[config.mk]
export PLATFORM = sky130hd
export DESIGN_NAME = mms_space_map
export DESIGN_NICKNAME = d
export VERILOG_FILES = /design/src/core/mms_pkg.sv /design/src/core/mms_edge_detect.sv /design/src/core/mms_return_stack.sv /design/src/core/mms_space_map.sv
export SDC_FILE = /design/constraint.sdc
export NUM_CORES = 1
export LEC_CHECK = 0
export ABC_AREA = 1
export ABC_CLOCK_PERIOD_IN_PS = 2900
export BUFFER_PORTS_ARGS = -buffer_cell sky130_fd_sc_hd__buf_2
export CORE_ASPECT_RATIO = 0.9
export CORE_MARGIN = 1
export CORE_UTILIZATION = 49
export DETAILED_ROUTE_END_ITERATION = 7
export PLACE_DENSITY = 0.74
export SLEW_MARGIN = 30
export SYNTH_ARGS = -nofsm -noshare
export SYNTH_HDL_FRONTEND = slang
export SYNTH_HIERARCHICAL = 1
export SYNTH_SLANG_ARGS = --single-unit
[constraint.sdc]
create_clock -name clk -period 2.9 [get_ports clk]
set_input_delay 0 -clock clk [delete_from_list [all_inputs] [get_ports clk]]
set_output_delay 0 -clock clk [all_outputs]
set_load 0.02 [all_outputs]
[src/core/mms_pkg.sv]
// Package: constants and carrier types for the memory-space map block
package mms_pkg;
  // Program space
  localparam int PROG_ADDR_W = 12;
  localparam logic [11:0] PROG_LAST = 12'hfff;
  // Program map regions (user vectors at top, factory test below)
  localparam logic [11:0] TEST_AREA_FIRST = 12'hf00;
  localparam logic [11:0] TEST_AREA_LAST = 12'hfef;
  localparam logic [11:0] VEC_FIRST = 12'hff0;
  localparam logic [11:0] RESET_VEC = 12'hffe;
  localparam logic [11:0] NMI_VEC = 12'hffc;
  // Data space decode
  localparam logic [7:0] RAM_FIRST = 8'h00;
  localparam logic [7:0] RAM_LAST = 8'h3f;
  localparam logic [7:0] WIN_FIRST = 8'h40;
  localparam logic [7:0] WIN_LAST = 8'h7f;
  localparam logic [7:0] REG_FIRST = 8'h80;
  localparam logic [7:0] WIN_SEL_ADDR = 8'hc9;
  localparam logic [7:0] ACC_ADDR = 8'hff;
  localparam int WIN_OFS_W = 6;
  localparam int WIN_BLK_W = 6;
  localparam logic [7:0] WIN_SEL_MASK = 8'h3f;
  // Stack
  localparam int STACK_DEPTH = 6;
  localparam logic [2:0] STACK_LAST = 3'h5;
  // Ports
  localparam int PORT_BITS = 12;
  localparam logic [11:0] PORT_RESET_DIR = 12'h000;
  localparam logic [11:0] PORT_RESET_PULL = 12'hfff;
  // Closed-read value when readout is protected
  localparam logic [7:0] PROTECT_FILL = 8'h00;

  // Access kind selects the space, not the address
  typedef enum logic [3:0] {
    MMS_ACC_NONE  = 4'h1,
    MMS_ACC_FETCH = 4'h2,
    MMS_ACC_DATA  = 4'h4,
    MMS_ACC_STACK = 4'h8
  } mms_kind_type;

  typedef enum logic [2:0] {
    MMS_RUN  = 3'h1,
    MMS_PROG = 3'h2,
    MMS_HOLD = 3'h4
  } mms_mode_type;

  typedef enum logic [2:0] {
    MMS_ZONE_RAM = 3'h1,
    MMS_ZONE_WIN = 3'h2,
    MMS_ZONE_REG = 3'h4
  } mms_zone_type;

  // Core request
  typedef struct packed {
    mms_kind_type kind;
    logic wr;
    logic push;
    logic pop;
    logic [11:0] progAddr;
    logic [7:0] dataAddr;
    logic [7:0] wdata;
    logic [11:0] retAddr;
  } mms_req_type;

  // Answer back to the core
  typedef struct packed {
    logic valid;
    logic [7:0] rdata;
    logic [11:0] retAddr;
    logic stackFull;
    logic stackEmpty;
  } mms_rsp_type;

  // Memory/peripheral side request
  typedef struct packed {
    logic progRd;
    logic [11:0] progAddr;
    logic ramRd;
    logic ramWr;
    logic regRd;
    logic regWr;
    logic [7:0] dataAddr;
    logic [7:0] wdata;
  } mms_mem_type;
endpackage : mms_pkg

[src/core/mms_edge_detect.sv]
// Falling-edge catcher for the non-maskable interrupt pin
`timescale 1ns/1ps
module mms_edge_detect
  import mms_pkg::*;
(
  input wire logic clk,
  input wire logic rst,
  input wire logic pinLevel,
  input wire logic ack,
  output logic pending
);
  typedef struct packed {
    logic last;
    logic pend;
  } mms_edge_state_type;

  mms_edge_state_type state_reg;
  mms_edge_state_type state_next;

  // Edge sets, acknowledge clears, set wins
  always_comb begin
    state_next = state_reg;
    state_next.last = pinLevel;
    if (ack) begin
      state_next.pend = 1'b0;
    end
    if (state_reg.last && !pinLevel) begin
      state_next.pend = 1'b1;
    end
  end

  // Last level starts high so a pin low at reset counts as a falling edge on the first clock
  always_ff @(posedge clk or posedge rst) begin
    if (rst) begin
      state_reg <= '{last: 1'b1, pend: 1'b0};
    end else begin
      state_reg <= state_next;
    end
  end

  assign pending = state_reg.pend;
endmodule : mms_edge_detect

[src/core/mms_return_stack.sv]
// Six-level hardware return-address stack
`timescale 1ns/1ps
module mms_return_stack
  import mms_pkg::*;
(
  input wire logic clk,
  input wire logic rst,
  input wire logic push,
  input wire logic pop,
  input wire logic [11:0] pushAddr,
  output logic [11:0] topAddr,
  output logic full,
  output logic empty
);
  typedef struct packed {
    logic [STACK_DEPTH-1:0][11:0] level;
    logic [2:0] count;
  } mms_stack_state_type;

  mms_stack_state_type state_reg;
  mms_stack_state_type state_next;

  // Shift-register stack; a push when full drops the oldest entry
  always_comb begin
    state_next = state_reg;
    if (push) begin
      for (int i = STACK_DEPTH - 1; i > 0; i--) begin
        state_next.level[i] = state_reg.level[i-1];
      end
      state_next.level[0] = pushAddr;
      if (state_reg.count != STACK_LAST + 3'h1) begin
        state_next.count = state_reg.count + 3'h1;
      end
    end else if (pop) begin
      for (int i = 0; i < STACK_DEPTH - 1; i++) begin
        state_next.level[i] = state_reg.level[i+1];
      end
      state_next.level[STACK_DEPTH-1] = 12'h000;
      if (state_reg.count != 3'h0) begin
        state_next.count = state_reg.count - 3'h1;
      end
    end
  end

  always_ff @(posedge clk or posedge rst) begin
    if (rst) begin
      state_reg <= '0;
    end else begin
      state_reg <= state_next;
    end
  end

  assign topAddr = state_reg.level[0];
  assign full = (state_reg.count == STACK_LAST + 3'h1);
  assign empty = (state_reg.count == 3'h0);
endmodule : mms_return_stack

[src/core/mms_space_map.sv]
// Memory-space map: program, data and stack decode, ROM window, protection, pin reset state
// Behaviour
// - A high-to-low edge on the interrupt pin registers a non-maskable request, its level does not; a pin already low at reset also counts as an edge.
// - The active-low reset pin is the highest priority event, above every interrupt, and cannot be masked.
// - After reset every port pin is an input with pull-up until software reconfigures it.
// - Programming mode is entered instead of normal operation when the programming level is present during reset.
// - Program, data and stack storage are three separate spaces chosen by access kind, not by address.
// - The stack holds six return addresses shared by calls and interrupt entries.
// - Fetches use a 12-bit program counter reaching 4K bytes.
// - Program space holds code, immediate operands, a factory test region and the user vectors.
// - With the readout-protection bit set, every external read of program memory is blocked.
// - Readout protection is cleared only by a full erase that also wipes the program memory.
// - Data space maps user RAM, core and peripheral registers, and constants from program memory.
// - Constant reads go through a 64-byte data-space window, each location one program byte.
// - The register part of data space holds accumulator, index, short direct, port, peripheral, option and window-select registers.
// - The window occupies data addresses 0040h to 007Fh.
// - A write-only window-select register picks the 64-byte block; its reset value is undefined, so software loads it first.
`timescale 1ns/1ps
module mms_space_map
  import mms_pkg::*;
(
  input wire logic clk,
  input wire logic rst,
  // Pins
  input wire logic resetPinN,
  input wire logic nmiPin,
  input wire logic progLevelHigh,
  // Option bit and erase indication from the memory array, and the external programmer read strobe
  input wire logic readoutProtect,
  input wire logic fullErase,
  input wire logic externalRead,
  // Core side
  input mms_req_type coreReq,
  input wire logic nmiAck,
  input wire logic [11:0] portDirWr,
  input wire logic [11:0] portPullWr,
  input wire logic portCfgWr,
  output mms_rsp_type coreRsp,
  output logic resetReq,
  output logic nmiReq,
  output logic [11:0] programCounter,
  output logic testAreaFetch,
  output logic vectorFetch,
  // Memory side
  input wire logic [7:0] progRdata,
  input wire logic [7:0] ramRdata,
  input wire logic [7:0] regRdata,
  output mms_mem_type memReq,
  output logic [7:0] externalRdata,
  output logic externalBlocked,
  // Mode and port configuration
  output logic programMode,
  output logic [11:0] portOutEnable,
  output logic [11:0] pullupInputState
);
  // Block state other than the stack and edge catcher in one register; non-stack outputs read it directly
  typedef struct packed {
    mms_mode_type mode;
    logic resetReq;
    logic protectLatched;
    logic [WIN_BLK_W-1:0] romWindowSelect;
    logic [11:0] programCounter;
    logic testFetch;
    logic vecFetch;
    mms_zone_type pendZone;
    logic pendData;
    logic pendStack;
    logic pendExt;
    logic rspValid;
    logic [7:0] rspData;
    mms_mem_type mem;
    logic [7:0] extData;
    logic extBlocked;
    logic nmiOut;
    logic progOut;
    logic [11:0] dirOut;
    logic [11:0] pullOn;
  } mms_state_type;

  mms_state_type state_reg;
  mms_state_type state_next;
  logic nmiPending;
  logic stackPush;
  logic stackPop;
  logic [11:0] stackTop;
  logic stackFull;
  logic stackEmpty;
  mms_zone_type zone;
  logic running;

  // Pin edge catcher; pending holds until acknowledged
  mms_edge_detect u_nmi (
    .clk(clk),
    .rst(rst),
    .pinLevel(nmiPin),
    .ack(nmiAck),
    .pending(nmiPending)
  );

  // Stack only moves on stack-kind accesses in normal operation
  assign running = (state_reg.mode == MMS_RUN);
  assign stackPush = running && (coreReq.kind == MMS_ACC_STACK) && coreReq.push;
  assign stackPop = running && (coreReq.kind == MMS_ACC_STACK) && coreReq.pop && !coreReq.push;

  // Return stack shared by calls and interrupt entries
  mms_return_stack u_stack (
    .clk(clk),
    .rst(rst),
    .push(stackPush),
    .pop(stackPop),
    .pushAddr(coreReq.retAddr),
    .topAddr(stackTop),
    .full(stackFull),
    .empty(stackEmpty)
  );

  // Data address decode into RAM, window and register zones
  always_comb begin
    if (coreReq.dataAddr <= RAM_LAST) begin
      zone = MMS_ZONE_RAM;
    end else if (coreReq.dataAddr >= WIN_FIRST && coreReq.dataAddr <= WIN_LAST) begin
      zone = MMS_ZONE_WIN;
    end else begin
      zone = MMS_ZONE_REG;
    end
  end

  // Next-state logic for the whole block
  always_comb begin
    state_next = state_reg;
    state_next.mem = '0;
    state_next.rspValid = 1'b0;
    state_next.testFetch = 1'b0;
    state_next.vecFetch = 1'b0;
    state_next.pendData = 1'b0;
    state_next.pendStack = 1'b0;
    state_next.pendExt = 1'b0;

    // Reset pin overrides mode, ports, counter and core fetch and data requests, and cannot be masked
    state_next.resetReq = !resetPinN;
    if (!resetPinN) begin
      // Mode is sampled while reset is held, then kept
      state_next.mode = progLevelHigh ? MMS_PROG : MMS_HOLD;
      state_next.dirOut = PORT_RESET_DIR;
      state_next.pullOn = PORT_RESET_PULL;
      state_next.programCounter = RESET_VEC;
    end else begin
      if (state_reg.mode == MMS_HOLD) begin
        state_next.mode = MMS_RUN;
      end
      // Pins stay input with pull-up until software writes them
      if (running && portCfgWr) begin
        state_next.dirOut = portDirWr;
        state_next.pullOn = portPullWr;
      end
      // Fetch goes through the 12-bit counter
      if (running && coreReq.kind == MMS_ACC_FETCH) begin
        state_next.programCounter = coreReq.progAddr;
        state_next.mem.progRd = 1'b1;
        state_next.mem.progAddr = coreReq.progAddr;
        state_next.testFetch = (coreReq.progAddr >= TEST_AREA_FIRST) && (coreReq.progAddr <= TEST_AREA_LAST);
        state_next.vecFetch = (coreReq.progAddr >= VEC_FIRST);
        state_next.pendZone = MMS_ZONE_WIN;
        state_next.pendData = 1'b1;
      end else if (running && coreReq.kind == MMS_ACC_DATA) begin
        // Address and data go out for every zone
        state_next.mem.dataAddr = coreReq.dataAddr;
        state_next.mem.wdata = coreReq.wdata;
        state_next.pendZone = zone;
        unique case (zone)
          MMS_ZONE_RAM: begin
            // User RAM answers in the strobe cycle
            state_next.mem.ramRd = !coreReq.wr;
            state_next.mem.ramWr = coreReq.wr;
            state_next.pendData = !coreReq.wr;
          end
          MMS_ZONE_WIN: begin
            // Window is read-only; writes are dropped
            state_next.mem.progRd = !coreReq.wr;
            state_next.mem.progAddr = {state_reg.romWindowSelect,
                                       coreReq.dataAddr[WIN_OFS_W-1:0]};
            state_next.pendData = !coreReq.wr;
          end
          MMS_ZONE_REG: begin
            // Window select is write-only and holds block number only
            if (coreReq.wr && coreReq.dataAddr == WIN_SEL_ADDR) begin
              state_next.romWindowSelect = coreReq.wdata[WIN_BLK_W-1:0];
            end
            state_next.mem.regRd = !coreReq.wr;
            state_next.mem.regWr = coreReq.wr;
            state_next.pendData = !coreReq.wr;
          end
          default: begin
            state_next.pendData = 1'b0;
          end
        endcase
      end else if (stackPop) begin
        state_next.pendStack = 1'b1;
      end
    end

    // Answer one cycle after the memory request
    if (state_reg.pendData) begin
      state_next.rspValid = 1'b1;
      unique case (state_reg.pendZone)
        MMS_ZONE_RAM: begin
          state_next.rspData = ramRdata;
        end
        MMS_ZONE_WIN: begin
          // Fetches share this path, both read program memory
          state_next.rspData = progRdata;
        end
        MMS_ZONE_REG: begin
          state_next.rspData = regRdata;
        end
        default: begin
          state_next.rspData = 8'h00;
        end
      endcase
    end else if (state_reg.pendStack) begin
      state_next.rspValid = 1'b1;
    end

    // Protection latch: set by option bit, only a full erase clears it
    if (fullErase) begin
      state_next.protectLatched = 1'b0;
    end
    if (readoutProtect && !fullErase) begin
      state_next.protectLatched = 1'b1;
    end

    // External programmer reads, only in programming mode
    state_next.extBlocked = 1'b0;
    if (state_reg.mode == MMS_PROG && externalRead) begin
      if (state_reg.protectLatched || readoutProtect) begin
        state_next.extBlocked = 1'b1;
        state_next.extData = PROTECT_FILL;
      end else begin
        state_next.mem.progRd = 1'b1;
        state_next.mem.progAddr = coreReq.progAddr;
        state_next.pendExt = 1'b1;
      end
    end
    // Byte is taken in its strobe cycle, while memory answers
    if (state_reg.pendExt) begin
      state_next.extData = progRdata;
    end
    // Registered copies so these two outputs leave a flip-flop
    // A held reset pin silences the interrupt request
    state_next.nmiOut = nmiPending && resetPinN;
    state_next.progOut = (state_next.mode == MMS_PROG);
  end

  // Window select has no defined reset value; cleared here only for X-free simulation
  always_ff @(posedge clk or posedge rst) begin
    if (rst) begin
      state_reg <= '{
        mode: MMS_HOLD,
        resetReq: 1'b1,
        protectLatched: 1'b0,
        romWindowSelect: '0,
        programCounter: RESET_VEC,
        testFetch: 1'b0,
        vecFetch: 1'b0,
        pendZone: MMS_ZONE_RAM,
        pendData: 1'b0,
        pendStack: 1'b0,
        pendExt: 1'b0,
        rspValid: 1'b0,
        rspData: 8'h00,
        mem: '0,
        extData: 8'h00,
        extBlocked: 1'b0,
        nmiOut: 1'b0,
        progOut: 1'b0,
        dirOut: PORT_RESET_DIR,
        pullOn: PORT_RESET_PULL
      };
    end else begin
      state_reg <= state_next;
    end
  end

  // Outputs come straight from registers, except stack full and empty, which are decoded from the stack count
  assign coreRsp.valid = state_reg.rspValid;
  assign coreRsp.rdata = state_reg.rspData;
  assign coreRsp.retAddr = stackTop;
  assign coreRsp.stackFull = stackFull;
  assign coreRsp.stackEmpty = stackEmpty;
  assign resetReq = state_reg.resetReq;
  assign nmiReq = state_reg.nmiOut;
  assign programCounter = state_reg.programCounter;
  assign testAreaFetch = state_reg.testFetch;
  assign vectorFetch = state_reg.vecFetch;
  assign memReq = state_reg.mem;
  assign externalRdata = state_reg.extData;
  assign externalBlocked = state_reg.extBlocked;
  assign programMode = state_reg.progOut;
  assign portOutEnable = state_reg.dirOut;
  assign pullupInputState = state_reg.pullOn;
endmodule : mms_space_map

# After elaboration in Yosys (flattened, before gate mapping)

Cells that the tools add are included.

Output and inout port bits: 106
Word-level logic and storage cells: 139
Flip-flop bits (word level): 185
Bits of input ports: 105

Add/subtract/negate cells: 2
Bitwise gates (word level): 1
Reduce and logical (&&, ||, !) cells: 34
Muxes and demuxes: 41
Magnitude comparators: 6
Equal/unequal tests: 19

Operator list:

| kind                 | count |
|---|---|
| $mux 75              | 2 |
| $mux 33              | 2 |
| $mux 13              | 4 |
| $mux 24              | 2 |
| $ge 12x12->1 const B | 2 |
| $pmux 8 s3           | 1 |
| $mux 3               | 7 |
| $mux 20              | 1 |
| $mux 9               | 2 |
| $logic_and 1x1->1    | 14 |
| $mux 14              | 1 |
| $reduce_bool 2->1    | 7 |
| $eq 3x2->1 const B   | 4 |
| $eq 3x3->1 const B   | 4 |
| $le 12x12->1 const B | 1 |
| $mux 1               | 12 |
| $mux 12              | 1 |
| $eq 3x1->1 const B   | 3 |
| $eq 8x8->1 const B   | 1 |
| $ge 8x7->1 const B   | 1 |
| $le 8x6->1 const B   | 1 |
| $le 8x7->1 const B   | 1 |
| $mux 4               | 2 |
| $mux 8               | 1 |
| other kinds (18)     | 26 |

# Longest topological paths before layout

Depth after elaboration: 11
Mapped depth: 15
Gate-level depth less buffers: 12

# Modules after synthesis

The synthesis kept the hierarchy.

Modules (own cells, without submodules):

| module           | sequential area each (um^2) | area an instance (um^2) | times used | cells each |
|---|---|---|---|---|
| mms_space_map    | 2,735.1                     | 5,310.1                 | 1          | 632 |
| mms_return_stack | 1,876.8                     | 3,259.4                 | 1          | 349 |
| mms_edge_detect  | 51.3                        | 73.8                    | 1          | 8 |

# Worst setup path before layout

Ideal clock, no wire load.

Kind: register -> register
From: register state_reg[107] (netlist bit)
To: register u_stack/state_reg[2] (netlist bit)
Buffers on the path: 3
Arrival: 2,144 ps
Cell stages (with the launch flop): 16
Slack: 691 ps
Required time: 2,835 ps
Clock period less this slack: 2,209 ps
Setup time: 65 ps
Path through: dfstp_2 > inv_1 > nand2_1 > nor2_4 > buf_4 > nand2_1 > nor2_1 > inv_2 > buf_2 > buf_2 > fa_1 > inv_1 > nand3_1 > nand2_1 > nand2_1 > nand2_1

Elaborated cells between the ends (all ways): 10
Those cells by class: eq/ne: 2; mux: 1; reduce/logical: 7

RTL lines:

| what                                                             | line                   | text |
|---|---|---|
| start: declaration                                               | mms_space_map.sv:80    | `mms_state_type state_reg;` |
| start signal: assignment                                         | mms_space_map.sv:257   | `state_reg <= '{` |
| start signal: assignment                                         | mms_space_map.sv:280   | `state_reg <= state_next;` |
| $eq 3x1->1 *                                                     | mms_space_map.sv:101   | `assign running = (state_reg.mode == MMS_RUN);` |
| $logic_and 1x1->1 * (2 in series)                                | mms_space_map.sv:102   | `assign stackPush = running && (coreReq.kind == MMS_ACC_STACK) && coreReq.push;` |
| via stackPush                                                    | mms_space_map.sv:83    | `logic stackPush;` |
| $ne 2x1->1 (no line) / $reduce_bool 2->1 (equally long branches) | --                     |  |
| $reduce_and 3->1 (no line)                                       | --                     |  |
| end signal: assignment                                           | mms_return_stack.sv:49 | `state_reg <= state_next;` |
| end: declaration                                                 | mms_return_stack.sv:20 | `mms_stack_state_type state_reg;` |

Mark *: on every way through the listed nets, which the timed path passes. The rest lies on a longest branch.
A chain may end at the register's enable or synchronous reset.

# Worst setup path in the final report

From: register state_reg[107] (netlist bit)
To: register state_reg, in the netlist pullupInputState[7]

Longest elaborated chain between the ends: 3

Ends and longest elaborated chain:

| what                 | line                 | text |
|---|---|---|
| $eq 3x1->1           | mms_space_map.sv:101 |  |
| $logic_and 1x1->1    | mms_space_map.sv:152 | `if (running && portCfgWr) begin` |
| $ne 2x1->1 (no line) | --                   |  |

No other way between the ends.

==> summary.txt <==
Detailed routing
  • Pre-antenna DRT Iters: 7
  • WL met1: 9160 um
  • DRC violations left: 0
  • Met3 wire len: 1370 um
  • Drt wl/cell: 15.5 um
  • Initial detailed-routing violation count: 464
  • Met2 wire length: 11,500 um
  • Via density: 5.19
  • DR vias: 7,533
  • Routed WL: 22,500 um
  • Top Layer Used: met4
  • Remaining antenna violation count: 0

Critical path
  • Crit Path Max Fanout: 13
  • Critical Path Max Stage Delay: 0.56 ns
  • Crit. End Element: flip-flop
  • Kind of critical path: flip-flop to flip-flop
  • CP required: 3.27 ns
  • Critical Path, Cell by Cell: inv_1 > nand2_1 > nor2_4 > nand2_1 > nand2_1 > o21ai_0 > nand2_1 > dlygate4sd3_1
  • Startpoint Class: flip-flop
  • CP max stage cell: dlygate4sd3_1
  • Most used cell, CP: nand2_1
  • Arrival @ worst endpoint: 2.71 ns

Synthesis
  • Unique masters post-synth: 31
  • Multiplexer share of the synthesized area: 0%
  • Yosys top cell by area: dfrtp_1
  • Cell Area, Synth: 0.00864 sq mm
  • Synth Register Bits: 185
  • Largest family of logic cells by synthesized area: simple AND/OR/NAND/NOR gates
  • Seq/Total Area, Yosys: 54.0%
  • Dominant synthesized flop cell: dfrtp_1
  • Ys async rst share: 100%
  • Count leader, synth: nand2_1
  • Top post-synthesis cells by area: dfrtp_1 (46%), nand2_1 (13%), buf_4 (9.3%)
  • Mapped Nets: 1,095
  • Number of synthesized flops with an enable pin: 0
  • Post-Syn Area per Cell: 8.74 sq um
  • Area share of fa/ha/maj cells after synthesis: 0.232%
  • Simple-gate share of the synthesized area: 21.7%
  • Post-Synth XOR/XNOR Area: 0%
  • Area fraction in compound gates after synthesis: 9.11%
  • Synthesis warning total: 6
  • Gate Count Post-Synth: 989
  • Top post-synthesis cells by count: nand2_1 (296), dfrtp_1 (158), buf_4 (107)
  • Synth top area share: 45.7%

Global route
  • First-pass GRT wire length: 37,000 um
  • Maximum number of pins on one net before global-route repair: 58
  • Total grt overflow: 0
  • Initial antenna violation count: 0
  • GR Util All Layers: 25.9%
  • Vias in the first global route: 7,594

Timing
  • Slew margin rel.: 37.2%
  • Setup TNS: 0 ns
  • Finish-stage setup viols: 0
  • Worst hold slack: 0.0133 ns
  • Highest clock rate: 426 MHz
  • Clock Skew: 0.0106 ns
  • Fin crit share: 80.9%
  • RSZ-0062 raised after global routing: false
  • Final hold vios: 0
  • Final Slew Violations: 0
  • Slew @ Worst Pin: 0.936 ns
  • Worst setup margin: 0.555 ns
  • Min Tclk post-route: 2.35 ns

Final layout
  • Largest register FFs: 63
  • Layout area overhead: 25.8%
  • Design Area, Final: 0.0109 sq mm
  • Fillers: 1,391
  • N_diodes: 0
  • Post-layout util: 63.7%
  • FF+latch area: 0.00466 sq mm
  • Fin cells: 1,451
  • Multi-input logic area: 0.00271 sq mm
  • Layout cells sized above 1: 24.3%
  • Nets: 1,309

Floorplan
  • Die Area: 0.0182 sq mm
  • Starting Density: 50.7%
  • IO Count: 211
  • Core Footprint: 0.0171 sq mm
  • Die W: 142 um
  • Die Ht: 128 um
  • Placement row count: 45

Power
  • Design Power: 5.95 mW
  • PwrDens: 547 mW/mm^2
  • Leak: 5.63 nW
  • Peak VDD IR: 0.421 mV

Clock tree
  • Num CTS Buffers: 17
  • Post_cts resized: 0
  • Clock sinks: 185
  • CTS tree: yes
  • Clock Tree Buf Depth: 2
  • H-tree depth: 4
  • Worst-path clk slew: 0.07 ns
  • Post CTS Setup Buffer Count: 0
  • Clock Tree Root: clkbuf_16
  • Later-pin clock latency in the skew report: 0.43 ns

Place
  • Pre-CTS worst setup slack: 0.562 ns
  • DP Area: 0.00908 sq mm
  • Placed Cells: 1,297
  • RePlAce Congestion: 0.793
  • DP HPWL: 13,600 um
  • Port bufs: 210

Job
  • Number of max-cap violations: 0

Outcome
  • Status: completed

Min path
  • HP Class: primary input to flip-flop
-- layer usage --
layer  vias up  GRT usage (%)
met5         -              0
met4         0           9.42
met3        46           5.45
met2       300           46.0
met1      3672           31.1
li1       3515              -
-- worst max-delay path, delay by kind of cell, from the launching register on --
family	cells	cell delay (ns)
buffers and inverters	2	0.62
AO/OA/AOI/OAI	1	0.18
AND/OR/NAND/NOR	5	1.10
flip-flops	1	0.38
-- power by group --
part / switching (mW) / internal, mW
clock: 0.965 / 1.21
combinational: 0.510 / 0.376
sequential: 0.109 / 2.78
-- kinds of logic (layout without fill, tap and decap cells) --
kind of cell	count (synthesis)	count (layout)
buf+inv	225	452
simple gates	449	449
flops	185	185
fa+ha+maj	1	1
compound gates	129	129
-- cell usage in the layout (no fill, tap or decap), drive strengths merged --
cell type,instances
nand2,301
buf,218
dfrtp,158
dlygate4sd3,122
nand3,88
inv,81
o21ai,60
nor2,41
a22oi,33
dfstp,27
clkbuf,23
nor3,12
a21oi,11
o22ai,10
o211ai,7
o221ai,6
clkinv,5
nand4,4
clkinvlp,3
or2,2
nor3b,1
o31ai,1
a22o,1
fa,1
-- worst paths after layout --
kind | start | endpoint | slack, ns | depth (start not counted)
max in group asynchronous | rst | programCounter[1]$_DFFE_PP1P_ | 1.78 | 4
min in group asynchronous | rst | u_nmi/pending$_DFFE_PP0P_ | 0.05 | 3
worst max-delay path | state_reg[107]$_DFF_PP1_ | pullupInputState[7]$_DFFE_PP1P_ | 0.55 | 8
worst max register to register | state_reg[107]$_DFF_PP1_ | pullupInputState[7]$_DFFE_PP1P_ | 0.55 | 8
worst min-delay path | resetPinN | portOutEnable[3]$_DFFE_PP0P_ | 0.01 | 3
worst min register to register | state_reg[78]$_DFF_PP0_ | coreRsp[22]$_DFF_PP0_ | 0.43 | 1
-- cell type report --
cell class	instances	share of cell area, %
repair buffers	340	21.6
clock inverters	9	0.587
clock buffers	23	4.58
multi-input cells	579	24.9
flip-flops and latches	185	42.9
well taps	235	2.70
inverters	80	2.78
-- what timing repair did --
action,in CTS,in global routing
endpoints found under the hold margin,181,0
setup endpoints to repair,0,0
hold buffers,122,0
Power figures use the tool's default switching activity.
